**src/design/irq_bank_pkg.sv**
```systemverilog
// Constants, register map and carrier types of the peripheral interrupt bank
package irq_bank_pkg;

	// ----------------------------------------------------------------
	// Register port widths and offsets
	// ----------------------------------------------------------------
	localparam int        ADDR_W        = 4;
	localparam int        DATA_W        = 8;
	localparam logic [3:0] OFS_SER_EN    = 4'h0;
	localparam logic [3:0] OFS_REQ_ONE   = 4'h1;
	localparam logic [3:0] OFS_CORE_CTRL = 4'h2;
	localparam logic [3:0] OFS_REQ_FOUR  = 4'h3;
	localparam logic [3:0] OFS_EN_ONE    = 4'h4;
	localparam logic [3:0] OFS_STATUS    = 4'h5;
	localparam logic [3:0] OFS_CLEAR     = 4'h6;
	localparam logic [3:0] OFS_IRQ_EN    = 4'h7;

	// ----------------------------------------------------------------
	// Field positions
	// ----------------------------------------------------------------
	localparam int BIT_UART_B_RX    = 5;
	localparam int BIT_UART_B_TX    = 4;
	localparam int BIT_SYNC_B_COLL  = 1;
	localparam int BIT_SYNC_B_IRQ   = 0;
	localparam int BIT_TIMER_A_GATE = 7;
	localparam int BIT_ADC_DONE     = 6;
	localparam int BIT_UART_A_RX    = 5;
	localparam int BIT_UART_A_TX    = 4;
	localparam int BIT_SYNC_A       = 3;
	localparam int BIT_CAPCOMP_A    = 2;
	localparam int BIT_TIMER_B      = 1;
	localparam int BIT_TIMER_A_OVF  = 0;
	localparam int BIT_GLOBAL_GATE  = 7;
	localparam int BIT_PERIPH_GATE  = 6;
	localparam int ST_REQ_RISE      = 0;
	localparam int ST_OVR_ONE       = 1;
	localparam int ST_OVR_FOUR      = 2;

	// ----------------------------------------------------------------
	// Implemented-bit masks and reset values
	// ----------------------------------------------------------------
	localparam logic [7:0] SER_MASK      = 8'h33;
	localparam logic [7:0] REQ_ONE_WMASK = 8'hcf;
	localparam logic [7:0] CORE_MASK     = 8'hc0;
	localparam logic [7:0] STAT_MASK     = 8'h07;
	localparam logic [7:0] SER_EN_RST    = 8'h00;
	localparam logic [7:0] REQ_ONE_RST   = 8'h00;
	localparam logic [7:0] CORE_RST      = 8'h00;
	localparam logic [7:0] REQ_FOUR_RST  = 8'h00;
	localparam logic [7:0] EN_ONE_RST    = 8'h00;
	localparam logic [7:0] STAT_RST      = 8'h00;
	localparam logic [7:0] IRQ_EN_RST    = 8'h00;

	// ----------------------------------------------------------------
	// Carrier types
	// ----------------------------------------------------------------
	typedef struct packed {
		logic [3:0] addr;
		logic [7:0] wdata;
		logic       wr;
		logic       rd;
	} reg_req_t;

	typedef struct packed {
		logic timer_a_gate;
		logic adc_done;
		logic uart_a_rx;
		logic uart_a_tx;
		logic sync_serial_a;
		logic capcomp_a;
		logic timer_b_match;
		logic timer_a_overflow;
	} group_one_t;

	typedef struct packed {
		logic uart_b_rx;
		logic uart_b_tx;
		logic sync_serial_b_collision;
		logic sync_serial_b_event;
	} group_four_t;

endpackage

```
**src/design/periph_irq_enable_flag_bank.sv**
```systemverilog
// Peripheral interrupt enable and request flag bank with register port
//
// Contract
// - Enable register bits 7-6 and 3-2 read zero and ignore writes.
// - Enable bit 5 gates the second UART receive request.
// - Enable bit 4 gates the second UART transmit request.
// - Enable bit 1 gates the second sync serial collision request.
// - Enable bit 0 gates the second sync serial event request.
// - No peripheral interrupt without the peripheral gate bit set.
// - Flags set on their event regardless of any enable bit.
// - Flag bit 7 is timer gate, bit 6 is converter done.
// - Bits 5, 4, 3 are first UART receive, transmit, sync serial.
// - Bits 2, 1, 0 are capture/compare, period match, overflow.
// - Each flag reads one while pending, zero otherwise.
// - All implemented bits clear to zero on every reset.
//
// The address map and strobed register access are this design's own decisions.
`timescale 1ns/1ps
`default_nettype none

module periph_irq_enable_flag_bank
	import irq_bank_pkg::*;
(
	// Clock and reset
	input  wire logic        clk,
	input  wire logic        rst_n,
	// Register port
	input  wire reg_req_t    bus_req,
	output logic [7:0]       rdata,
	// Peripheral event pulses, same clock
	input  wire group_one_t  one_events,
	input  wire group_four_t four_events,
	// Flag clears from the first UART
	input  wire logic        uart_a_rx_clear,
	input  wire logic        uart_a_tx_clear,
	// Requests toward the core
	output logic             periph_irq_req,
	output logic             core_irq_req,
	// Bank health interrupt
	output logic             irq_out
);

	// ----------------------------------------------------------------
	// State
	// ----------------------------------------------------------------
	logic [7:0] ser_en_reg,   ser_en_next;
	logic [7:0] req_one_reg,  req_one_next;
	logic [7:0] req_four_reg, req_four_next;
	logic [7:0] en_one_reg,   en_one_next;
	logic [7:0] core_reg,     core_next;
	logic [7:0] stat_reg,     stat_next;
	logic [7:0] irq_en_reg,   irq_en_next;
	logic [7:0] rdata_reg,    rdata_next;
	logic       preq_reg,     preq_next;
	logic       creq_reg,     creq_next;
	logic       irq_reg,      irq_next;

	// Decoded strobes and event vectors
	logic       wr_ser;
	logic       wr_one;
	logic       wr_four;
	logic       wr_en_one;
	logic       wr_core;
	logic       wr_clear;
	logic       wr_irq_en;
	logic [7:0] ev_one;
	logic [7:0] ev_four;
	logic [7:0] pend_one;
	logic [7:0] pend_four;
	logic       any_pend;

	// ----------------------------------------------------------------
	// Address decode
	// ----------------------------------------------------------------
	// Only the write strobe qualifies writes; unmapped writes fall away
	assign wr_ser    = bus_req.wr && (bus_req.addr == OFS_SER_EN);
	assign wr_one    = bus_req.wr && (bus_req.addr == OFS_REQ_ONE);
	assign wr_four   = bus_req.wr && (bus_req.addr == OFS_REQ_FOUR);
	assign wr_en_one = bus_req.wr && (bus_req.addr == OFS_EN_ONE);
	assign wr_core   = bus_req.wr && (bus_req.addr == OFS_CORE_CTRL);
	assign wr_clear  = bus_req.wr && (bus_req.addr == OFS_CLEAR);
	assign wr_irq_en = bus_req.wr && (bus_req.addr == OFS_IRQ_EN);

	// ----------------------------------------------------------------
	// Event placement
	// ----------------------------------------------------------------
	// Struct field order already matches the first flag layout
	always_comb
	begin
		ev_one  = one_events;
		ev_four = 8'h00;
		ev_four[BIT_UART_B_RX]   = four_events.uart_b_rx;
		ev_four[BIT_UART_B_TX]   = four_events.uart_b_tx;
		ev_four[BIT_SYNC_B_COLL] = four_events.sync_serial_b_collision;
		ev_four[BIT_SYNC_B_IRQ]  = four_events.sync_serial_b_event;
	end

	// ----------------------------------------------------------------
	// Enable registers
	// ----------------------------------------------------------------
	// Masking at write time keeps unused positions at zero forever
	always_comb
	begin
		ser_en_next = ser_en_reg;
		en_one_next = en_one_reg;
		core_next   = core_reg;
		if (wr_ser)
		begin
			ser_en_next = bus_req.wdata & SER_MASK;
		end
		if (wr_en_one)
		begin
			en_one_next = bus_req.wdata;
		end
		if (wr_core)
		begin
			core_next = bus_req.wdata & CORE_MASK;
		end
	end

	always_ff @(posedge clk)
	begin
		if (!rst_n)
		begin
			ser_en_reg <= SER_EN_RST;
			en_one_reg <= EN_ONE_RST;
			core_reg   <= CORE_RST;
		end
		else
		begin
			ser_en_reg <= ser_en_next;
			en_one_reg <= en_one_next;
			core_reg   <= core_next;
		end
	end

	// ----------------------------------------------------------------
	// Request flags
	// ----------------------------------------------------------------
	// Order: software write, then UART clear, then events; an event in
	// the clearing cycle survives because its set is applied last
	always_comb
	begin
		req_one_next  = req_one_reg;
		req_four_next = req_four_reg;
		if (wr_one)
		begin
			req_one_next = (bus_req.wdata & REQ_ONE_WMASK)
				| (req_one_reg & ~REQ_ONE_WMASK);
		end
		if (uart_a_rx_clear)
		begin
			req_one_next[BIT_UART_A_RX] = 1'b0;
		end
		if (uart_a_tx_clear)
		begin
			req_one_next[BIT_UART_A_TX] = 1'b0;
		end
		if (wr_four)
		begin
			req_four_next = bus_req.wdata & SER_MASK;
		end
		req_one_next  = req_one_next | ev_one;
		req_four_next = req_four_next | ev_four;
	end

	always_ff @(posedge clk)
	begin
		if (!rst_n)
		begin
			req_one_reg  <= REQ_ONE_RST;
			req_four_reg <= REQ_FOUR_RST;
		end
		else
		begin
			req_one_reg  <= req_one_next;
			req_four_reg <= req_four_next;
		end
	end

	// ----------------------------------------------------------------
	// Request gating
	// ----------------------------------------------------------------
	// Gating uses registered flags, so a request follows its event by
	// two cycles; a stale flag fires at once when software enables it
	always_comb
	begin
		pend_one  = req_one_reg & en_one_reg;
		pend_four = 8'h00;
		pend_four[BIT_UART_B_RX] = req_four_reg[BIT_UART_B_RX]
			& ser_en_reg[BIT_UART_B_RX];
		pend_four[BIT_UART_B_TX] = req_four_reg[BIT_UART_B_TX]
			& ser_en_reg[BIT_UART_B_TX];
		pend_four[BIT_SYNC_B_COLL] = req_four_reg[BIT_SYNC_B_COLL]
			& ser_en_reg[BIT_SYNC_B_COLL];
		pend_four[BIT_SYNC_B_IRQ] = req_four_reg[BIT_SYNC_B_IRQ]
			& ser_en_reg[BIT_SYNC_B_IRQ];
		any_pend  = (|pend_one) || (|pend_four);
		preq_next = any_pend && core_reg[BIT_PERIPH_GATE];
		creq_next = preq_next && core_reg[BIT_GLOBAL_GATE];
	end

	// ----------------------------------------------------------------
	// Bank health status
	// ----------------------------------------------------------------
	// Overrun marks an event that hit a flag still set: one was lost
	always_comb
	begin
		stat_next = stat_reg;
		if (wr_clear)
		begin
			stat_next = stat_reg & ~bus_req.wdata;
		end
		if (preq_next && !preq_reg)
		begin
			stat_next[ST_REQ_RISE] = 1'b1;
		end
		if (|(ev_one & req_one_reg))
		begin
			stat_next[ST_OVR_ONE] = 1'b1;
		end
		if (|(ev_four & req_four_reg))
		begin
			stat_next[ST_OVR_FOUR] = 1'b1;
		end
		stat_next   = stat_next & STAT_MASK;
		irq_en_next = irq_en_reg;
		if (wr_irq_en)
		begin
			irq_en_next = bus_req.wdata & STAT_MASK;
		end
		irq_next = |(stat_next & irq_en_next);
	end

	always_ff @(posedge clk)
	begin
		if (!rst_n)
		begin
			stat_reg   <= STAT_RST;
			irq_en_reg <= IRQ_EN_RST;
			irq_reg    <= 1'b0;
			preq_reg   <= 1'b0;
			creq_reg   <= 1'b0;
		end
		else
		begin
			stat_reg   <= stat_next;
			irq_en_reg <= irq_en_next;
			irq_reg    <= irq_next;
			preq_reg   <= preq_next;
			creq_reg   <= creq_next;
		end
	end

	// ----------------------------------------------------------------
	// Read port
	// ----------------------------------------------------------------
	// Data stand for one cycle after the strobe and are zero otherwise
	always_comb
	begin
		rdata_next = 8'h00;
		if (bus_req.rd)
		begin
			case (bus_req.addr)
				OFS_SER_EN:    rdata_next = ser_en_reg & SER_MASK;
				OFS_REQ_ONE:   rdata_next = req_one_reg;
				OFS_REQ_FOUR:  rdata_next = req_four_reg;
				OFS_EN_ONE:    rdata_next = en_one_reg;
				OFS_CORE_CTRL: rdata_next = core_reg;
				OFS_STATUS:    rdata_next = stat_reg;
				OFS_IRQ_EN:    rdata_next = irq_en_reg;
				default:       rdata_next = 8'h00;
			endcase
		end
	end

	always_ff @(posedge clk)
	begin
		if (!rst_n)
		begin
			rdata_reg <= 8'h00;
		end
		else
		begin
			rdata_reg <= rdata_next;
		end
	end

	// ----------------------------------------------------------------
	// Outputs
	// ----------------------------------------------------------------
	assign rdata          = rdata_reg;
	assign periph_irq_req = preq_reg;
	assign core_irq_req   = creq_reg;
	assign irq_out        = irq_reg;

endmodule // periph_irq_enable_flag_bank

`default_nettype wire

```
**config.mk**
```make
export PLATFORM = sky130hd
export DESIGN_NAME = periph_irq_enable_flag_bank
export DESIGN_NICKNAME = d
export VERILOG_FILES = /design/src/design/irq_bank_pkg.sv /design/src/design/periph_irq_enable_flag_bank.sv
export SDC_FILE = /design/constraint.sdc
export NUM_CORES = 1
export LEC_CHECK = 0
export ABC_CLOCK_PERIOD_IN_PS = 2500
export BUFFER_PORTS_ARGS = -buffer_cell sky130_fd_sc_hd__buf_2
export CAP_MARGIN = 0
export CORE_ASPECT_RATIO = 1.5
export CORE_MARGIN = 4
export CORE_UTILIZATION = 39
export DETAILED_ROUTE_END_ITERATION = 8
export GPL_TIMING_DRIVEN = 0
export HOLD_SLACK_MARGIN = 0.1
export PLACE_DENSITY = 0.71
export SLEW_MARGIN = 20
export SYNTH_ARGS = -nofsm -noshare
export SYNTH_HDL_FRONTEND = slang
export SYNTH_SLANG_ARGS = --single-unit
```
**constraint.sdc**
```tcl
create_clock -name clk -period 2.5 [get_ports clk]
set_clock_uncertainty 0.1 [all_clocks]
set_input_delay 0.125 -clock clk [delete_from_list [all_inputs] [get_ports clk]]
set_output_delay 0.125 -clock clk [all_outputs]
set_load 0.02 [all_outputs]
```
==> flow_metrics.py, run 1 <==
metrics = {
    "outcome": {
        "run_status": "finished, final reports clean",
    },
    "yosys": {
        "synth_edf_count": 0,
        "yosysUniqueCellTypes": 39,
        "synthTopCellsByArea": "dfxtp_1, a21boi_0, a22oi_1",
        "yosysWarnings": 0,
        "synthMuxAreaShare_pct": 13.1,
        "synth_compound_gate_area_share_pct": 21.5,
        "synth_seq_area_share_pct": 42.6,
        "yosys.area_share.adder_pct": 0,
        "syn_area_per_cell_um2": 9.40,
        "synth_xor_area_share_pct": 0,
        "synth_top_area_share_pct": 42.6,
        "syn_nets": 245,
        "yosys.area.top_type": "dfxtp_1",
        "postSynth.asyncResetShare_pct": 0,
        "syn_area_mm2": 0.00202,
        "ys_ff_latch": 43,
        "yosys_most_used_dff": "dfxtp_1",
        "yosys.area_share.simple_pct": 20.1,
        "postSynthCellCount": 215,
        "synth_top_family_by_area": "compound AO/OA/AOI/OAI gates",
    },
    "power_and_ir_drop": {
        "p_clk_share_pct": 38.0,
        "pwr_density_cell_mw_per_mm2": 558,
        "pwr-share-comb_pct": 13.0,
        "p_switching_mw": 0.357,
        "ir_drop_v": 0.000321,
        "leakage_nw": 1.10,
        "swShare_pct": 23.9,
        "p_seq_share_pct": 49.0,
        "p_int_mw": 1.13,
    },
    "worst_setup_path": {
        "startpoint_type": "primary input",
        "crit_type": "in2reg",
        "worstPathRequired_ns": 2.59,
        "cp.arrival_ns": 2.31,
        "crit_chain": "buf_2 -> nor2b_1 -> nor2b_1 -> mux2_2 -> o21a_1 -> dlygate4sd3_1",
        "endpoint_kind": "register",
        "worst_path_most_repeated_cell": "nor2b_1",
        "cpPeakStageDelay_ns": 0.55,
        "path_max_fanout": 8,
        "crit_path_top_delay_cell": "dlygate4sd3_1",
    },
    "floorplan": {
        "pin_count": 41,
        "initial_utilization_pct": 41.0,
        "die_h_um": 96.2,
        "fp.dieW_um": 66.8,
        "rows": 31,
        "fp.coreArea_mm2": 0.00493,
        "die_area_mm2": 0.00642,
    },
    "global_routing": {
        "grt_max_degree": 14,
        "grt_pass1_wl_mm": 9.21,
        "grt_use_total_pct": 19.3,
        "grt-ovfl-total": 0,
        "first_global_vias": 1913,
        "antenna_found_initial": 0,
    },
    "timing": {
        "worst_slew_pin_slew_ns": 0.524,
        "slew_headroom_pct": 64.8,
        "layout_setup_ws_ns": 0.280,
        "max_freq_ghz": 0.450,
        "rsz0062_at_grt": "no",
        "final_hold_viol_count": 0,
        "setup_viol": 0,
        "period_minus_slack_ns": 2.22,
        "period_share_pct": 88.8,
        "slew_viol_final": 0,
        "tns_ns": 0,
    },
    "cts": {
        "cts_made_buffers": 5,
        "cts.htree.levels": 2,
        "cts-root-buf": "clkbuf_8",
        "clk_latency_ns": 0.30,
        "cts_sinks": 43,
        "clockBufferDepth": 2,
        "tritoncts": "yes",
        "clkTransAtPathRegs_ns": 0.08,
        "postCtsSetupRepairBufs": 0,
    },
    "finish": {
        "layout_commonest_cell": "dfxtp_1",
        "num_antenna_cells": 0,
        "layout-drive-gt1-share_pct": 22.0,
        "area_growth_pct": 32.2,
        "design_area_mm2": 0.00267,
        "layout_common_cells": "dfxtp_1, buf_2, nand2_1, dlygate4sd3_1, nand3_1",
        "fillCellCount": 481,
        "layout.nets": 316,
    },
    "route": {
        "drcViolationCount": 0,
        "viasPerCell": 5.34,
        "via_count": 1885,
        "final_antenna_net_count": 0,
        "wl_per_cell_um": 16.1,
        "first_iter_violations": 57,
        "wirelength_mm": 5.70,
        "first_pass_iters": 5,
    },
    "placement": {
        "port_buffers": 38,
        "post-place-ws_ns": 0.526,
        "routabilityCongestion": 0.845,
        "place_area_mm2": 0.00229,
        "place_hpwl_mm": 4.19,
    },
    "worst_hold_path": {
        "hp-class": "in2reg",
    },
    "run": {
        "cap_violations": 0,
    },
}
## logic make-up after synthesis
kind of cell    Yosys count
compound gates           60
buf+inv                  14
flops                    43
mux                      20
simple gates             78
## worst paths after layout
| check | start | endpoint | slack [ns] | cells after the start |
|---|---|---|---|---|
| max | bus_req[11] | req_four_reg[5]$_SDFF_PN0_ | 0.28 | 6 |
| min | bus_req[13] | rdata[6]$_SDFF_PN0_ | 0.17 | 4 |
| max reg2reg | req_one_reg[0]$_SDFF_PN0_ | irq_out$_SDFF_PN0_ | 0.73 | 5 |
| min reg2reg | periph_irq_req$_SDFF_PN0_ | stat_reg[0]$_SDFF_PN0_ | 0.39 | 1 |
## timing repair
action	CTS	global route
hold buffers	26	0
endpoints found under the hold margin	26	0
resized for setup	0	0
## layout make-up
type / instances / area [µm²] / share of cell area, %
inverters: 4 / 15.0 / 0.562
clock buffers: 6 / 82.6 / 3.09
multi-input cells: 158 / 1110 / 41.4
well taps: 66 / 82.6 / 3.09
plain buffers: 10 / 38.8 / 1.45
flip-flops and latches: 43 / 861 / 32.2
clock inverters: 2 / 35.0 / 1.31
repair buffers: 64 / 450 / 16.9
## power by group through the flow
| stage | Sequential [mW] | Combinational [mW] | Clock [mW] |
|---|---|---|---|
| after global placement | 0.745 | 0.156 | 0 |
| after floorplan | 0.737 | 0.0982 | 0 |
| after detailed placement | 0.745 | 0.158 | 0 |
| after CTS | 0.729 | 0.192 | 0.574 |
| final | 0.730 | 0.194 | 0.566 |
| after global routing | 0.733 | 0.212 | 0.594 |
## metrics by stage
step	power (mW)	hold slack, ns	std cells	util [%]
after global routing	1.54	0.209	353	54.2
final	1.49	0.165	353	54.2
after floorplan	0.835	0.149	215	-
after CTS	1.50	0.166	353	54.2
after detailed placement	0.904	0.252	319	46.6
after global placement	0.902	0.250	319	46.6
## critical path: cells and delay by family
kind	cells	cell delay [ns]
muxes	1	0.39
AOI/OAI and AO/OA	1	0.16
and+or+nand+nor	2	0.89
buffers and inverters	2	0.74
## per-layer routing
metal / global-route usage (%) / share of wire [%] / up-vias
met1: 21.4 / 38 / 873
met5: 0 / 0 / -
met2: 33.1 / 51 / 74
li1: - / - / 915
met3: 3.50 / 5.7 / 23
met4: 12.7 / 5.3 / 0
## synthesized netlist by cell type (2+ instances only)
cell      instances
and2_1            3
clkbuf_1          8
o21a_1           12
nor3_1            3
inv_1             4
mux2_4            6
o31ai_1           2
a22oi_1          14
a21oi_1           6
mux2i_1           7
nor2b_1           8
mux2_2            5
nand3b_1          4
nand2_1          28
dfxtp_1          43
nand3_1          17
o22a_1            2
o21ai_0           2
a21boi_0         14
nor2_1            8
(Power assumes the default switching activity.)
==> inputs of run 2 (changes only) <==
- CORE_MARGIN: 4 -> default
==> flow_metrics.py, run 2 (same netlist as run 1, synthesis figures left out) <==
metrics = {
    "cts": {
        "tritoncts": "yes",
        "postCtsSetupRepairBufs": 0,
        "cts_made_buffers": 5,
        "cts.htree.levels": 2,
        "clkTransAtPathRegs_ns": 0.08,
        "clk_latency_ns": 0.29,
        "clockBufferDepth": 2,
        "cts-root-buf": "clkbuf_8",
        "cts_sinks": 43,
        "cts_resized": 0,
        "hold_buffers": 24,
    },
    "floorplan": {
        "die_area_mm2": 0.00548,
        "rows": 31,
        "pin_count": 41,
        "fp.dieW_um": 60.8,
        "initial_utilization_pct": 41.3,
        "die_h_um": 90.2,
        "fp.coreArea_mm2": 0.00489,
    },
    "power_and_ir_drop": {
        "ir_drop_v": 0.000325,
        "p_int_mw": 1.13,
        "p_seq_share_pct": 49.1,
        "pwr-share-comb_pct": 12.9,
        "leakage_nw": 1.09,
        "pwr_density_cell_mw_per_mm2": 561,
        "p_switching_mw": 0.356,
        "p_clk_share_pct": 38.0,
        "finalPower_mw": 1.49,
        "swShare_pct": 24.0,
    },
    "worst_setup_path": {
        "path_max_fanout": 7,
        "cp.arrival_ns": 1.99,
        "startpoint_type": "primary input",
        "worstPathRequired_ns": 2.58,
        "crit_type": "in2reg",
        "endpoint_kind": "register",
    },
    "route": {
        "drcViolationCount": 0,
        "first_pass_iters": 4,
        "via_count": 1869,
        "first_iter_violations": 120,
        "viasPerCell": 5.32,
        "wl_per_cell_um": 16.2,
        "final_antenna_net_count": 0,
        "wirelength_mm": 5.69,
    },
    "global_routing": {
        "grt_use_total_pct": 23.0,
        "grt_pass1_wl_mm": 9.39,
        "first_global_vias": 1951,
        "grt-ovfl-total": 0,
        "antenna_found_initial": 0,
        "grt_max_degree": 14,
    },
    "timing": {
        "final_hold_viol_count": 0,
        "slew_viol_final": 0,
        "rsz0062_at_grt": "no",
        "max_freq_ghz": 0.524,
        "worst_slew_pin_slew_ns": 0.571,
        "period_share_pct": 76.3,
        "setup_viol": 0,
        "slew_headroom_pct": 61.6,
        "period_minus_slack_ns": 1.91,
        "tns_ns": 0,
    },
    "run": {
        "cap_violations": 0,
    },
    "outcome": {
        "run_status": "finished, final reports clean",
    },
    "finish": {
        "fillCellCount": 469,
        "final_util_pct": 54.2,
        "area_growth_pct": 31.2,
        "layout.nets": 314,
        "num_antenna_cells": 0,
        "layout_commonest_cell": "dfxtp_1",
        "layout_common_cells": "dfxtp_1, buf_2, nand2_1, dlygate4sd3_1, nand3_1",
        "layout-drive-gt1-share_pct": 22.1,
    },
    "placement": {
        "place_hpwl_mm": 4.12,
        "routabilityCongestion": 0.876,
        "port_buffers": 38,
    },
    "worst_hold_path": {
        "hp-class": "in2reg",
    },
}
[run 2: critical path, stage by stage]
cell           delay (ns)
buf_2                0.15
or3b_4               0.43
nor2_4               0.15
nand2_4              0.11
mux2_4               0.31
o21a_1               0.16
dlygate4sd3_1        0.55
[run 2: cell type report]
cell class                 instances  area [µm²]  share of cell area, %
multi-input combinational        158        1110                   41.7
sequential                        43         861                   32.5
timing repair buffer              62         430                   16.2
clock buffer                       6        82.6                   3.11
tap                               66        82.6                   3.11
buffer                            10        38.8                   1.46
clock inverter                     2        35.0                   1.32
inverter                           4        15.0                  0.566
[run 2: per-layer routing]
layer / routed length (µm) / track usage (%) / up-vias / share of wire, %
met4: 189 / 10.8 / 0 / 3.3
met3: 249 / 4.17 / 15 / 4.4
met5: 0 / 0 / - / 0
met2: 3020 / 38.9 / 61 / 53
met1: 2230 / 26.9 / 878 / 39
li1: - / - / 915 / -
[run 2: worst paths after layout]
check	from	end	slack, ns	depth (start not counted)
setup / recovery	bus_req[13]	req_one_reg[3]$_SDFF_PN0_	0.59	7
hold / removal	bus_req[10]	ser_en_reg[4]$_SDFFE_PN0P_	0.19	4
setup reg to reg	req_one_reg[5]$_SDFF_PN0_	irq_out$_SDFF_PN0_	0.74	5
hold reg to reg	periph_irq_req$_SDFF_PN0_	stat_reg[0]$_SDFF_PN0_	0.37	1
[run 2: power by group through the flow]
stage / logic [mW] / clock network [mW] / registers [mW]
after detailed placement: 0.158 / 0 / 0.746
after global routing: 0.208 / 0.608 / 0.733
after global placement: 0.157 / 0 / 0.745
after floorplan: 0.0982 / 0 / 0.737
final: 0.192 / 0.565 / 0.731
after CTS: 0.189 / 0.573 / 0.730
[run 2: metrics by stage]
step                      cells  hold slack (ns)  setup slack [ns]  cell area (µm²)
after floorplan             215            0.149             0.882             2020
after global placement      319            0.251             0.602             2290
after detailed placement    319            0.254             0.593             2290
after CTS                   351            0.174             0.612             2650
after global routing        351            0.187             0.544             2650
final                       351            0.188             0.591             2650
